--- src/rtl/csf_pkg.sv ---
// Shared constants and types for the status flag and table pointer block
package csf_pkg;
	// Register bus geometry and register indexes
	localparam int ADDR_W = 4;
	localparam logic [ADDR_W-1:0] OFF_FLAGS = 4'h0;
	localparam logic [ADDR_W-1:0] OFF_TPTR_LOW = 4'h1;
	localparam logic [ADDR_W-1:0] OFF_TPTR_HIGH = 4'h2;
	localparam logic [ADDR_W-1:0] OFF_TRES_HIGH = 4'h3;
	// Flag bit positions
	localparam int BIT_CARRY = 0;
	localparam int BIT_NIBBLE_WRAP = 1;
	localparam int BIT_ZERO = 2;
	localparam int BIT_SIGNED_RANGE = 3;
	localparam int BIT_HALT_ENTERED = 4;
	localparam int BIT_WDOG_EXPIRED = 5;
	localparam int BIT_CHAINED_ZERO = 6;
	localparam int BIT_XOR_SIGN = 7;
	// Values after reset and writable mask
	localparam logic [7:0] FLAGS_RST = 8'h00;
	localparam logic [7:0] FLAGS_WR_MASK = 8'h0f;
	localparam logic [7:0] BYTE_RST = 8'h00;
	localparam int PMEM_DW = 16;
	// Operations issued by the execution logic
	typedef enum logic [3:0] {
		OP_NOP = 4'h0, OP_ADD = 4'h1, OP_ADC = 4'h2, OP_SUB = 4'h3,
		OP_SUBB = 4'h4, OP_AND = 4'h5, OP_OR = 4'h6, OP_XOR = 4'h7,
		OP_RLC = 4'h8, OP_RRC = 4'h9, OP_SLEEP = 4'ha, OP_KICK = 4'hb,
		OP_TBLRD = 4'hc
	} csf_op_e;
	// Table read sequencer
	typedef enum logic [1:0] {
		TB_IDLE = 2'b00, TB_FETCH = 2'b01, TB_DONE = 2'b11
	} csf_tb_e;
endpackage

--- src/rtl/csf_alu_if.sv ---
// Operand and flag bundle between the flag core and the flag calculator
`timescale 1ns/1ps
interface csf_alu_if;
	import csf_pkg::*;
	csf_op_e op;
	logic [7:0] a;
	logic [7:0] b;
	logic cin;
	logic [7:0] res;
	logic cout;
	logic nib_cout;
	logic msb_cin;
	modport calc(input op, input a, input b, input cin,
		output res, output cout, output nib_cout, output msb_cin);
	modport core(output op, output a, output b, output cin,
		input res, input cout, input nib_cout, input msb_cin);
endinterface

--- src/rtl/csf_core.sv ---
// Status flags, table pointers and table read sequencer of the CPU core
`timescale 1ns/1ps
module csf_core
	import csf_pkg::*;
(
	input wire logic clk_i,
	input wire logic rst_b_i,
	input wire logic [ADDR_W-1:0] addr_i,
	input wire logic [7:0] wdata_i,
	input wire logic wr_i,
	input wire logic rd_i,
	output logic [7:0] rdata_o,
	input wire logic instr_vld_i,
	input wire csf_op_e instr_op_i,
	input wire logic [7:0] op_a_i,
	input wire logic [7:0] op_b_i,
	input wire logic [7:0] tbl_dst_i,
	input wire logic wdt_expire_i,
	output logic [7:0] flags_o,
	output logic [7:0] result_o,
	output logic result_vld_o,
	output logic [PMEM_DW-1:0] pmem_addr_o,
	output logic pmem_rd_o,
	input wire logic [PMEM_DW-1:0] pmem_data_i,
	output logic [7:0] tbl_low_o,
	output logic [7:0] tbl_low_addr_o,
	output logic tbl_low_vld_o,
	output logic tbl_busy_o
);
	typedef struct packed {
		csf_tb_e tb_state;
		logic [7:0] flags;
		logic [7:0] table_pointer_low;
		logic [7:0] table_pointer_high;
		logic [7:0] table_result_high;
		logic [7:0] result;
		logic result_vld;
		logic [7:0] rdata;
		logic [PMEM_DW-1:0] pmem_addr;
		logic pmem_rd;
		logic [7:0] tbl_dst;
		logic [7:0] tbl_low;
		logic tbl_low_vld;
		logic tbl_busy;
	} csf_state_s;

	csf_state_s st_r;
	csf_state_s st_nxt;
	csf_alu_if alu ();
	logic is_arith;
	logic is_logic;
	logic is_rot;
	logic has_res;
	logic new_zero;
	logic new_range;

	csf_flag_calc u_calc (
		.alu(alu.calc)
	);

	// Operands go straight to the calculator; carry in is the stored carry
	assign alu.op = instr_op_i;
	assign alu.a = op_a_i;
	assign alu.b = op_b_i;
	assign alu.cin = st_r.flags[BIT_CARRY];

	// Operation classes
	always_comb begin
		is_arith = instr_vld_i && (instr_op_i inside {OP_ADD, OP_ADC, OP_SUB, OP_SUBB});
		is_logic = instr_vld_i && (instr_op_i inside {OP_AND, OP_OR, OP_XOR});
		is_rot = instr_vld_i && (instr_op_i inside {OP_RLC, OP_RRC});
		has_res = is_arith || is_logic || is_rot;
		new_zero = (alu.res == 8'h00);
		new_range = is_arith ? (alu.msb_cin ^ alu.cout) : st_r.flags[BIT_SIGNED_RANGE];
	end

	// Next state of the whole block
	always_comb begin
		st_nxt = st_r;
		st_nxt.result_vld = 1'b0;
		st_nxt.pmem_rd = 1'b0;
		st_nxt.tbl_low_vld = 1'b0;
		st_nxt.rdata = 8'h00;
		// Read data stand for one cycle only, unmapped reads give zero
		if (rd_i) begin
			case (addr_i)
				OFF_FLAGS: st_nxt.rdata = st_r.flags;
				OFF_TPTR_LOW: st_nxt.rdata = st_r.table_pointer_low;
				OFF_TPTR_HIGH: st_nxt.rdata = st_r.table_pointer_high;
				OFF_TRES_HIGH: st_nxt.rdata = st_r.table_result_high;
				default: st_nxt.rdata = 8'h00;
			endcase
		end
		// Software writes; only the low four flag bits take data
		if (wr_i) begin
			case (addr_i)
				OFF_FLAGS: st_nxt.flags = (st_r.flags & ~FLAGS_WR_MASK)
					| (wdata_i & FLAGS_WR_MASK);
				OFF_TPTR_LOW: st_nxt.table_pointer_low = wdata_i;
				OFF_TPTR_HIGH: st_nxt.table_pointer_high = wdata_i;
				OFF_TRES_HIGH: st_nxt.table_result_high = wdata_i;
				default: st_nxt.table_result_high = st_nxt.table_result_high;
			endcase
		end
		// Arithmetic flags from the current operation win over a write
		if (is_arith) begin
			st_nxt.flags[BIT_CARRY] = alu.cout;
			st_nxt.flags[BIT_NIBBLE_WRAP] = alu.nib_cout;
			st_nxt.flags[BIT_SIGNED_RANGE] = new_range;
		end
		if (is_rot) begin
			st_nxt.flags[BIT_CARRY] = alu.cout;
		end
		if (is_arith || is_logic) begin
			st_nxt.flags[BIT_ZERO] = new_zero;
		end
		if (has_res) begin
			st_nxt.flags[BIT_XOR_SIGN] = new_range ^ alu.res[7];
			st_nxt.result = alu.res;
			st_nxt.result_vld = 1'b1;
		end
		// Chained zero moves only for the two subtract families
		if (instr_vld_i && instr_op_i == OP_SUB) begin
			st_nxt.flags[BIT_CHAINED_ZERO] = new_zero;
		end else if (instr_vld_i && instr_op_i == OP_SUBB) begin
			st_nxt.flags[BIT_CHAINED_ZERO] = st_r.flags[BIT_CHAINED_ZERO] & new_zero;
		end
		// Power management bits; watchdog expiry wins over a same-cycle clear
		if (instr_vld_i && instr_op_i == OP_SLEEP) begin
			st_nxt.flags[BIT_HALT_ENTERED] = 1'b1;
			st_nxt.flags[BIT_WDOG_EXPIRED] = 1'b0;
		end else if (instr_vld_i && instr_op_i == OP_KICK) begin
			st_nxt.flags[BIT_HALT_ENTERED] = 1'b0;
			st_nxt.flags[BIT_WDOG_EXPIRED] = 1'b0;
		end
		if (wdt_expire_i) begin
			st_nxt.flags[BIT_WDOG_EXPIRED] = 1'b1;
		end
		// Table read sequencer: issue, wait for the word, deliver bytes
		case (st_r.tb_state)
			TB_IDLE: begin
				if (instr_vld_i && instr_op_i == OP_TBLRD) begin
					st_nxt.pmem_addr = {st_r.table_pointer_high,
						st_r.table_pointer_low};
					st_nxt.pmem_rd = 1'b1;
					st_nxt.tbl_dst = tbl_dst_i;
					st_nxt.tb_state = TB_FETCH;
				end
			end
			TB_FETCH: begin
				st_nxt.tb_state = TB_DONE;
			end
			TB_DONE: begin
				st_nxt.table_result_high = pmem_data_i[15:8];
				st_nxt.tbl_low = pmem_data_i[7:0];
				st_nxt.tbl_low_vld = 1'b1;
				st_nxt.tb_state = TB_IDLE;
			end
			default: st_nxt.tb_state = TB_IDLE;
		endcase
		// Busy flag registered so that the output comes from a flip-flop
		st_nxt.tbl_busy = (st_nxt.tb_state != TB_IDLE);
	end

	// State register; flags are not pushed anywhere on calls or interrupts
	always_ff @(posedge clk_i or negedge rst_b_i) begin
		if (!rst_b_i) begin
			st_r <= '0;
		end else begin
			st_r <= st_nxt;
		end
	end

	// Outputs straight from the state register
	assign rdata_o = st_r.rdata;
	assign flags_o = st_r.flags;
	assign result_o = st_r.result;
	assign result_vld_o = st_r.result_vld;
	assign pmem_addr_o = st_r.pmem_addr;
	assign pmem_rd_o = st_r.pmem_rd;
	assign tbl_low_o = st_r.tbl_low;
	assign tbl_low_addr_o = st_r.tbl_dst;
	assign tbl_low_vld_o = st_r.tbl_low_vld;
	assign tbl_busy_o = st_r.tbl_busy;

	logic table_result_high_ok;
	logic [7:0] pdata_hi_q;

	always_ff @(posedge clk_i or negedge rst_b_i) begin
		if (!rst_b_i) begin
			pdata_hi_q <= 8'h00;
		end else begin
			pdata_hi_q <= pmem_data_i[15:8];
		end
	end
	assign table_result_high_ok = (st_r.table_result_high == pdata_hi_q) && tbl_low_vld_o;
endmodule

--- src/rtl/csf_flag_calc.sv ---
// Result and carry calculator for arithmetic, logic and rotate operations
`timescale 1ns/1ps
module csf_flag_calc
	import csf_pkg::*;
(
	csf_alu_if.calc alu
);
	logic [7:0] bb;
	logic ci;
	logic sub;
	logic [8:0] sum9;
	logic [4:0] lo5;
	logic [7:0] lo8;

	// Subtraction adds the inverted operand, carry in means no borrow
	always_comb begin
		sub = (alu.op == OP_SUB) || (alu.op == OP_SUBB);
		bb = sub ? ~alu.b : alu.b;
		case (alu.op)
			OP_ADD: ci = 1'b0;
			OP_SUB: ci = 1'b1;
			default: ci = alu.cin;
		endcase
		sum9 = {1'b0, alu.a} + {1'b0, bb} + {8'h00, ci};
		lo5 = {1'b0, alu.a[3:0]} + {1'b0, bb[3:0]} + {4'h0, ci};
		lo8 = {1'b0, alu.a[6:0]} + {1'b0, bb[6:0]} + {7'h00, ci};
		alu.nib_cout = lo5[4];
		alu.msb_cin = lo8[7];
		case (alu.op)
			OP_AND: begin
				alu.res = alu.a & alu.b;
				alu.cout = 1'b0;
			end
			OP_OR: begin
				alu.res = alu.a | alu.b;
				alu.cout = 1'b0;
			end
			OP_XOR: begin
				alu.res = alu.a ^ alu.b;
				alu.cout = 1'b0;
			end
			OP_RLC: begin
				alu.res = {alu.a[6:0], alu.cin};
				alu.cout = alu.a[7];
			end
			OP_RRC: begin
				alu.res = {alu.cin, alu.a[7:1]};
				alu.cout = alu.a[0];
			end
			default: begin
				alu.res = sum9[7:0];
				alu.cout = sum9[8];
			end
		endcase
	end
endmodule

--- config.mk ---
export PLATFORM = sky130hd
export DESIGN_NAME = csf_core
export DESIGN_NICKNAME = d
export VERILOG_FILES = /design/src/rtl/csf_pkg.sv /design/src/rtl/csf_alu_if.sv /design/src/rtl/csf_core.sv /design/src/rtl/csf_flag_calc.sv
export SDC_FILE = /design/constraint.sdc
export NUM_CORES = 1
export LEC_CHECK = 0
export ABC_AREA = 1
export BUFFER_PORTS_ARGS = -buffer_cell sky130_fd_sc_hd__buf_2
export CORE_ASPECT_RATIO = 0.75
export CORE_MARGIN = 1
export CORE_UTILIZATION = 35
export DETAILED_ROUTE_END_ITERATION = 6
export PLACE_DENSITY = 0.6
export SETUP_SLACK_MARGIN = 0.1
export SLEW_MARGIN = 20
export SYNTH_ARGS = -nofsm -noshare
export SYNTH_HDL_FRONTEND = slang
export SYNTH_SLANG_ARGS = --single-unit
export TNS_END_PERCENT = 30
--- constraint.sdc ---
create_clock -name clk_i -period 4.8 [get_ports clk_i]
set_input_delay 0.48 -clock clk_i [delete_from_list [all_inputs] [get_ports clk_i]]
set_output_delay 0.48 -clock clk_i [all_outputs]
set_load 0.02 [all_outputs]
* Word level (Yosys, flattened, before mapping)
Cells that the tools add are included.
Cells by class: $add $sub $neg 6, bitwise operators 8, reduce and logical (&&, ||, !) cells 46, eq/ne operators 17, muxes and demuxes 29
Operators by type and width (number):
- $mux W8 | 7
- $pmux W8 S5 | 1
- $mux W32 | 1
- $pmux W8 S4 | 1
- $reduce_and A2 Y1 | 11
- $reduce_bool A3 Y1 | 7
- $eq A4 B4 Y1 const B | 5
- $reduce_bool A2 Y1 | 10
- $mux W9 | 2
- $eq A4 B2 Y1 const B | 4
- $eq A4 B3 Y1 const B | 4
- $reduce_bool A4 Y1 | 3
- $mux W1 | 10
- $add A8 B8 Y9 | 1
- $add A9 B1 Y9 | 1
- $add A7 B7 Y8 | 1
- $add A8 B1 Y8 | 1
- $and A8 B8 Y8 | 1
- $eq A4 B1 Y1 const B | 2
- $logic_and A1 B1 Y1 | 8
- $logic_not A8 Y1 | 1
- $mux W2 | 4
- $not A8 Y8 | 1
- $or A8 B4 Y8 | 1
- other kinds (15) | 18
Storage, ports and cells: bits of input ports 62, logic and storage cells 126, output and inout port bits 60, register bits 86

* Logic depth before layout (Yosys ltp)
word-level depth 10, mapped depth 19, depth with buffers taken out 19

* Cells and area by module
A second synthesis with hierarchy kept.
Second synthesis, totals: cells, all modules 649, area, all modules 5479.0 µm²
Modules (own cells, without submodules):
- csf_core | area an instance 4316.6 µm², cells an instance 446, times used 1, sequential area each 2152.1 µm²
- csf_flag_calc | area an instance 1162.4 µm², cells an instance 203, times used 1, sequential area each 0.0 µm²

* Least setup slack after synthesis
Ideal clock, no wire load.
kind in2reg, start point input port instr_op_i[1], end point register st_r (netlist bit flags_o[7]), library setup time 0.116 ns, buffers on the path 0, arrival 2.726 ns, setup slack 1.958 ns, stages on the path 18, data required time 4.684 ns, cell sequence inv_1 nand2_1 inv_2 a21oi_2 xor2_1 fa_1 inv_1 fa_1 inv_1 nand2_1 a21boi_0 o21ai_0 nand2_1 nand2_1 nand3_1 nand2_1 nand2_1 nand2_1
On the way: cells in the longest elaborated chain, start to end 10, elaborated cells between the ends (all ways) 34, those cells by class add/sub: 4; eq/ne: 9; mux: 6; bitwise: 2; reduce/logical: 13
RTL lines:
- from (decl) | line csf_core.sv:14 | input wire csf_op_e instr_op_i,
- $eq A4 B2 Y1 or $eq A4 B3 Y1 (tied branches) | line csf_core.sv:69, csf_flag_calc.sv:17, csf_flag_calc.sv:19
- $logic_or A1 B1 Y1 | line csf_flag_calc.sv:17 | sub = (alu.op == OP_SUB) || (alu.op == OP_SUBB);
- $mux W8 | line csf_flag_calc.sv:18 | bb = sub ? ~alu.b : alu.b;
- $add A8 B8 Y9 | line csf_flag_calc.sv:24 | sum9 = {1'b0, alu.a} + {1'b0, bb} + {8'h00, ci};
- $add A9 B1 Y9 | line csf_flag_calc.sv:24
- $pmux W1 S3 | line csf_flag_calc.sv:29 | case (alu.op)
- $xor A1 B1 Y1 | line csf_core.sv:74 | new_range = is_arith ? (alu.msb_cin ^ alu.cout) : st_r.flags[BIT_SIGNED_RANGE];
- $mux W1 | line csf_core.sv:74
- $xor A1 B1 Y1 | line csf_core.sv:118 | st_nxt.flags[BIT_XOR_SIGN] = new_range ^ alu.res[7];
- $mux W1 | line csf_core.sv:117 | if (has_res) begin
- to (signal assigned) | line csf_core.sv:170 | st_r <= st_nxt;
- to (decl) | line csf_core.sv:47 | csf_state_s st_r;
Several ways; a longest one is shown, not always the timed one. A chain may end at the register's enable or synchronous reset.

* Final worst setup path
Ends and elaborated chain as after synthesis.

==> impl_metrics.csv <==
group,metric,value,unit
cells_and_area,nNetsFinal,841,
placement,portBuffers,121,
global_routing,grt_max_degree,63,
placement,gp_congestion,0.931,
pwr,leakage,3.28,nW
cts,cts_sinks,86,
setup_path,cp_top_family,"compound AO/OA/AOI/OAI gates",
sta,finalSetupViolCount,0,
cts,cts_tree,"yes",
floorplanning,initial_core_util,35.9,%
pwr,power.density,446,nW/µm²
yosys,yosys_warnings,0,
run,max_cap_viol_count,0,
sta,period_share,63.0,%
sta,skew,0.0106,ns
yosys,synthArstFlopShare,100,%
setup_path,crit_path_max_fanout,9,
yosys,postSynthAreaPerCell,7.59,µm²
sta,fin_crit,3.02,ns
global_routing,grt_pass1_wl,22000,µm
cts,post_cts_buffers,0,
yosys,ys_types,35,
global_routing,track_usage,19.0,%
floorplanning,die_area,15400,µm²
cts,hold_buffers,0,
cells_and_area,instances_no_fill,958,
setup_path,cp_slowest_cell,"a21oi_2",
global_routing,gr-total-overflow,0,
setup_path,path_cells,"buf_2, inv_1, nand2_1, inv_2, a21oi_2, xor2_1, fa_1, inv_1, fa_1, inv_1, nand2_1, a21boi_0, o21ai_0, nand2_1, nand2_1, nand3_1, nand3_1, nand2_1",
min_path,holdCritPathClass,"in -> async",
drt,routed_wl,14000,µm
yosys,synth_ff_type,"dfrtp_1",
cts,clk-insertion-delay-late,0.34,ns
sta,hold_viol_final,0,
drt,vias_per_cell,4.66,
drt,dr.first_iter.drc_count,322,
floorplanning,io_pins,122,
drt,dr.pass1.iters,5,
setup_path,startpoint_type,"input port",
sta,max_slew_margin,46.7,%
cts,clockRootBuffer,"clkbuf_16",
drt,vias,4466,
floorplanning,rows,38,
cells_and_area,final_cell_area,5920,µm²
yosys,synth_fp_nets,774,
yosys,syn_area,5210,µm²
setup_path,cp.required,5.03,ns
setup_path,crit_type,"in -> reg",
placement,post-place-cells,942,
floorplanning,die_h,108,µm
sta,grt_setup_unrepaired,"no",
yosys,synthCells,686,
sta,worst_pin_slew,0.799,ns
cts,clk_pin_slew_worst_paths,0.07,ns
sta,max_freq,331,MHz
placement,postPlaceCellArea,5610,µm²
run_status,outcome,"complete, no violations",
cts,h-tree-depth,3,
cells_and_area,drive_above_1_share,19.9,%
floorplanning,die_w,143,µm
cells_and_area,antenna_cells,0,
yosys,synth_edf_count,0,
floorplanning,core,14500,µm²
pwr,vdd.ir_drop.worst,0.237,mV
drt,drc,0,
yosys,yosysSeqAreaShare,41.3,%
yosys,ys_ff_latch,86,
cts,cts_made_buffers,9,
cts,post_cts_resized,0,
global_routing,antenna_found_initial,0,
sta,maxSlewViolCount,0,
drt,avgRoutedWirePerCell,14.6,µm
cells_and_area,syn2layout_area_growth,13.7,%
global_routing,grt_pass1_vias,3891,
setup_path,cp_common_cell,"nand2_1",
setup_path,crit_buf_inv,5,
drt,drtAntennaViolNets,0,
placement,hpwl,10900,µm
cts,cts.path.max_buffers,2,
sta,fin_setup_tns,0,ns
setup_path,max_stage_delay,0.52,ns
setup_path,arrival,3.25,ns
setup_path,setup.worst_path.end_class,"flop",
cells_and_area,fin_util,40.8,%
cells in the mapped netlist, types with 3 or more instances:
| library cell | number | share of area, % |
|---|---|---|
| xor2_1 | 9 | 1.5 |
| a31oi_1 | 11 | 1.3 |
| inv_1 | 85 | 6.1 |
| nor3_1 | 5 | 0.48 |
| o21ai_0 | 40 | 3.8 |
| buf_4 | 56 | 8.1 |
| dfrtp_1 | 86 | 41 |
| o22ai_1 | 8 | 0.96 |
| buf_2 | 4 | 0.38 |
| a221oi_1 | 8 | 1.3 |
| a21oi_1 | 11 | 1.1 |
| nand4_1 | 4 | 0.48 |
| nand3b_1 | 3 | 0.43 |
| ha_1 | 24 | 5.8 |
| nand2_1 | 213 | 15 |
| nand3_1 | 33 | 3.2 |
| clkbuf_1 | 6 | 0.43 |
| inv_2 | 5 | 0.36 |
| nor2_1 | 56 | 4.0 |
per-layer routing:
layer	share of wire, %	wire length [µm]	GRT usage [%]
met5	0	0	0
met4	0.64	89	3.76
met3	7.1	992	4.40
met2	39	5460	24.4
met1	53	7450	31.1
cell usage in the layout, fill, tap and decap left out, types with 2 or more instances in the layout:
cell type  synthesis  routed
o21ai_1            2       2
buf_2              4     120
nand2_1          213     213
a31oi_1           11      11
nor3_1             5       5
fa_1               2       2
nand4_1            4       4
clkinv_4           0       2
nand3b_1           3       3
nand3_1           33      33
clkbuf_16          0       9
inv_2              5       5
o22ai_1            8       8
dfrtp_1           86      86
nor2_1            56      56
o21ai_0           40      40
inv_1             85      85
buf_4             56       2
xor2_1             9       9
a221oi_1           8       8
ha_1              24      24
nor2_2             2       2
a21oi_1           11      11
worst paths after layout:
kind | from | end | slack, ns | cells past startpoint
min in group clk_i | pmem_data_i[0] | tbl_low_o[0] | 0.34 | 3
worst max register to register | flags_o[0] | flags_o[7] | 2.24 | 15
worst max-delay path | instr_op_i[1] | flags_o[7] | 1.78 | 18
worst min register to register | pmem_addr_o[10] | pmem_addr_o[10] | 0.47 | 2
max in group asynchronous | rst_b_i | st_r[85] | 3.67 | 2
worst min-delay path | rst_b_i | pmem_addr_o[11] | 0.03 | 1
cell families after synthesis:
| logic type | Yosys count | share of synthesized area, % |
|---|---|---|
| xor+xnor | 9 | 1.51 |
| fa+ha+maj | 26 | 6.54 |
| buf+inv | 157 | 15.5 |
| compound gates | 86 | 9.64 |
| simple gates | 322 | 25.5 |
| flops | 86 | 41.3 |
through the flow:
stage / total power (W) / hold WS, ns / setup slack [ns]
after detailed placement: 0.00194 / 0.397 / 1.48
after global placement: 0.00193 / 0.398 / 1.53
after global routing: 0.00282 / 0.0480 / 1.47
after floorplan: 0.00181 / 0.184 / 1.96
final: 0.00264 / 0.0265 / 1.78
after CTS: 0.00266 / 0.0329 / 1.83
registers in the layout, summed over array words and instances (netlist names):
| name | cells |
|---|---|
| st_r | 26 |
| pmem_addr_o | 16 |
| flags_o | 8 |
| rdata_o | 8 |
| result_o | 8 |
| tbl_low_addr_o | 8 |
| tbl_low_o | 8 |
| pmem_rd_o | 1 |
| result_vld_o | 1 |
| tbl_busy_o | 1 |
| tbl_low_vld_o | 1 |
layout make-up:
cell class                      count  area, µm²
Fill cell                        1537       8580
Multi-Input combinational cell    443       2250
Sequential cell                    86       2150
Timing Repair Buffer              122        616
Inverter                           91        342
Tap cell                          200        250
Clock buffer                       10        239
Clock inverter                      6       68.8
power by group:
| group | total (W) | leakage, nW | internal [W] | switching [W] |
|---|---|---|---|---|
| logic | 0.000842 | 2.04 | 0.000288 | 0.000554 |
| registers | 0.00108 | 1.08 | 0.000942 | 0.000139 |
| clock network | 0.000713 | 0.149 | 0.000420 | 0.000293 |
Note: power is estimated with default switching activity, not from simulation.
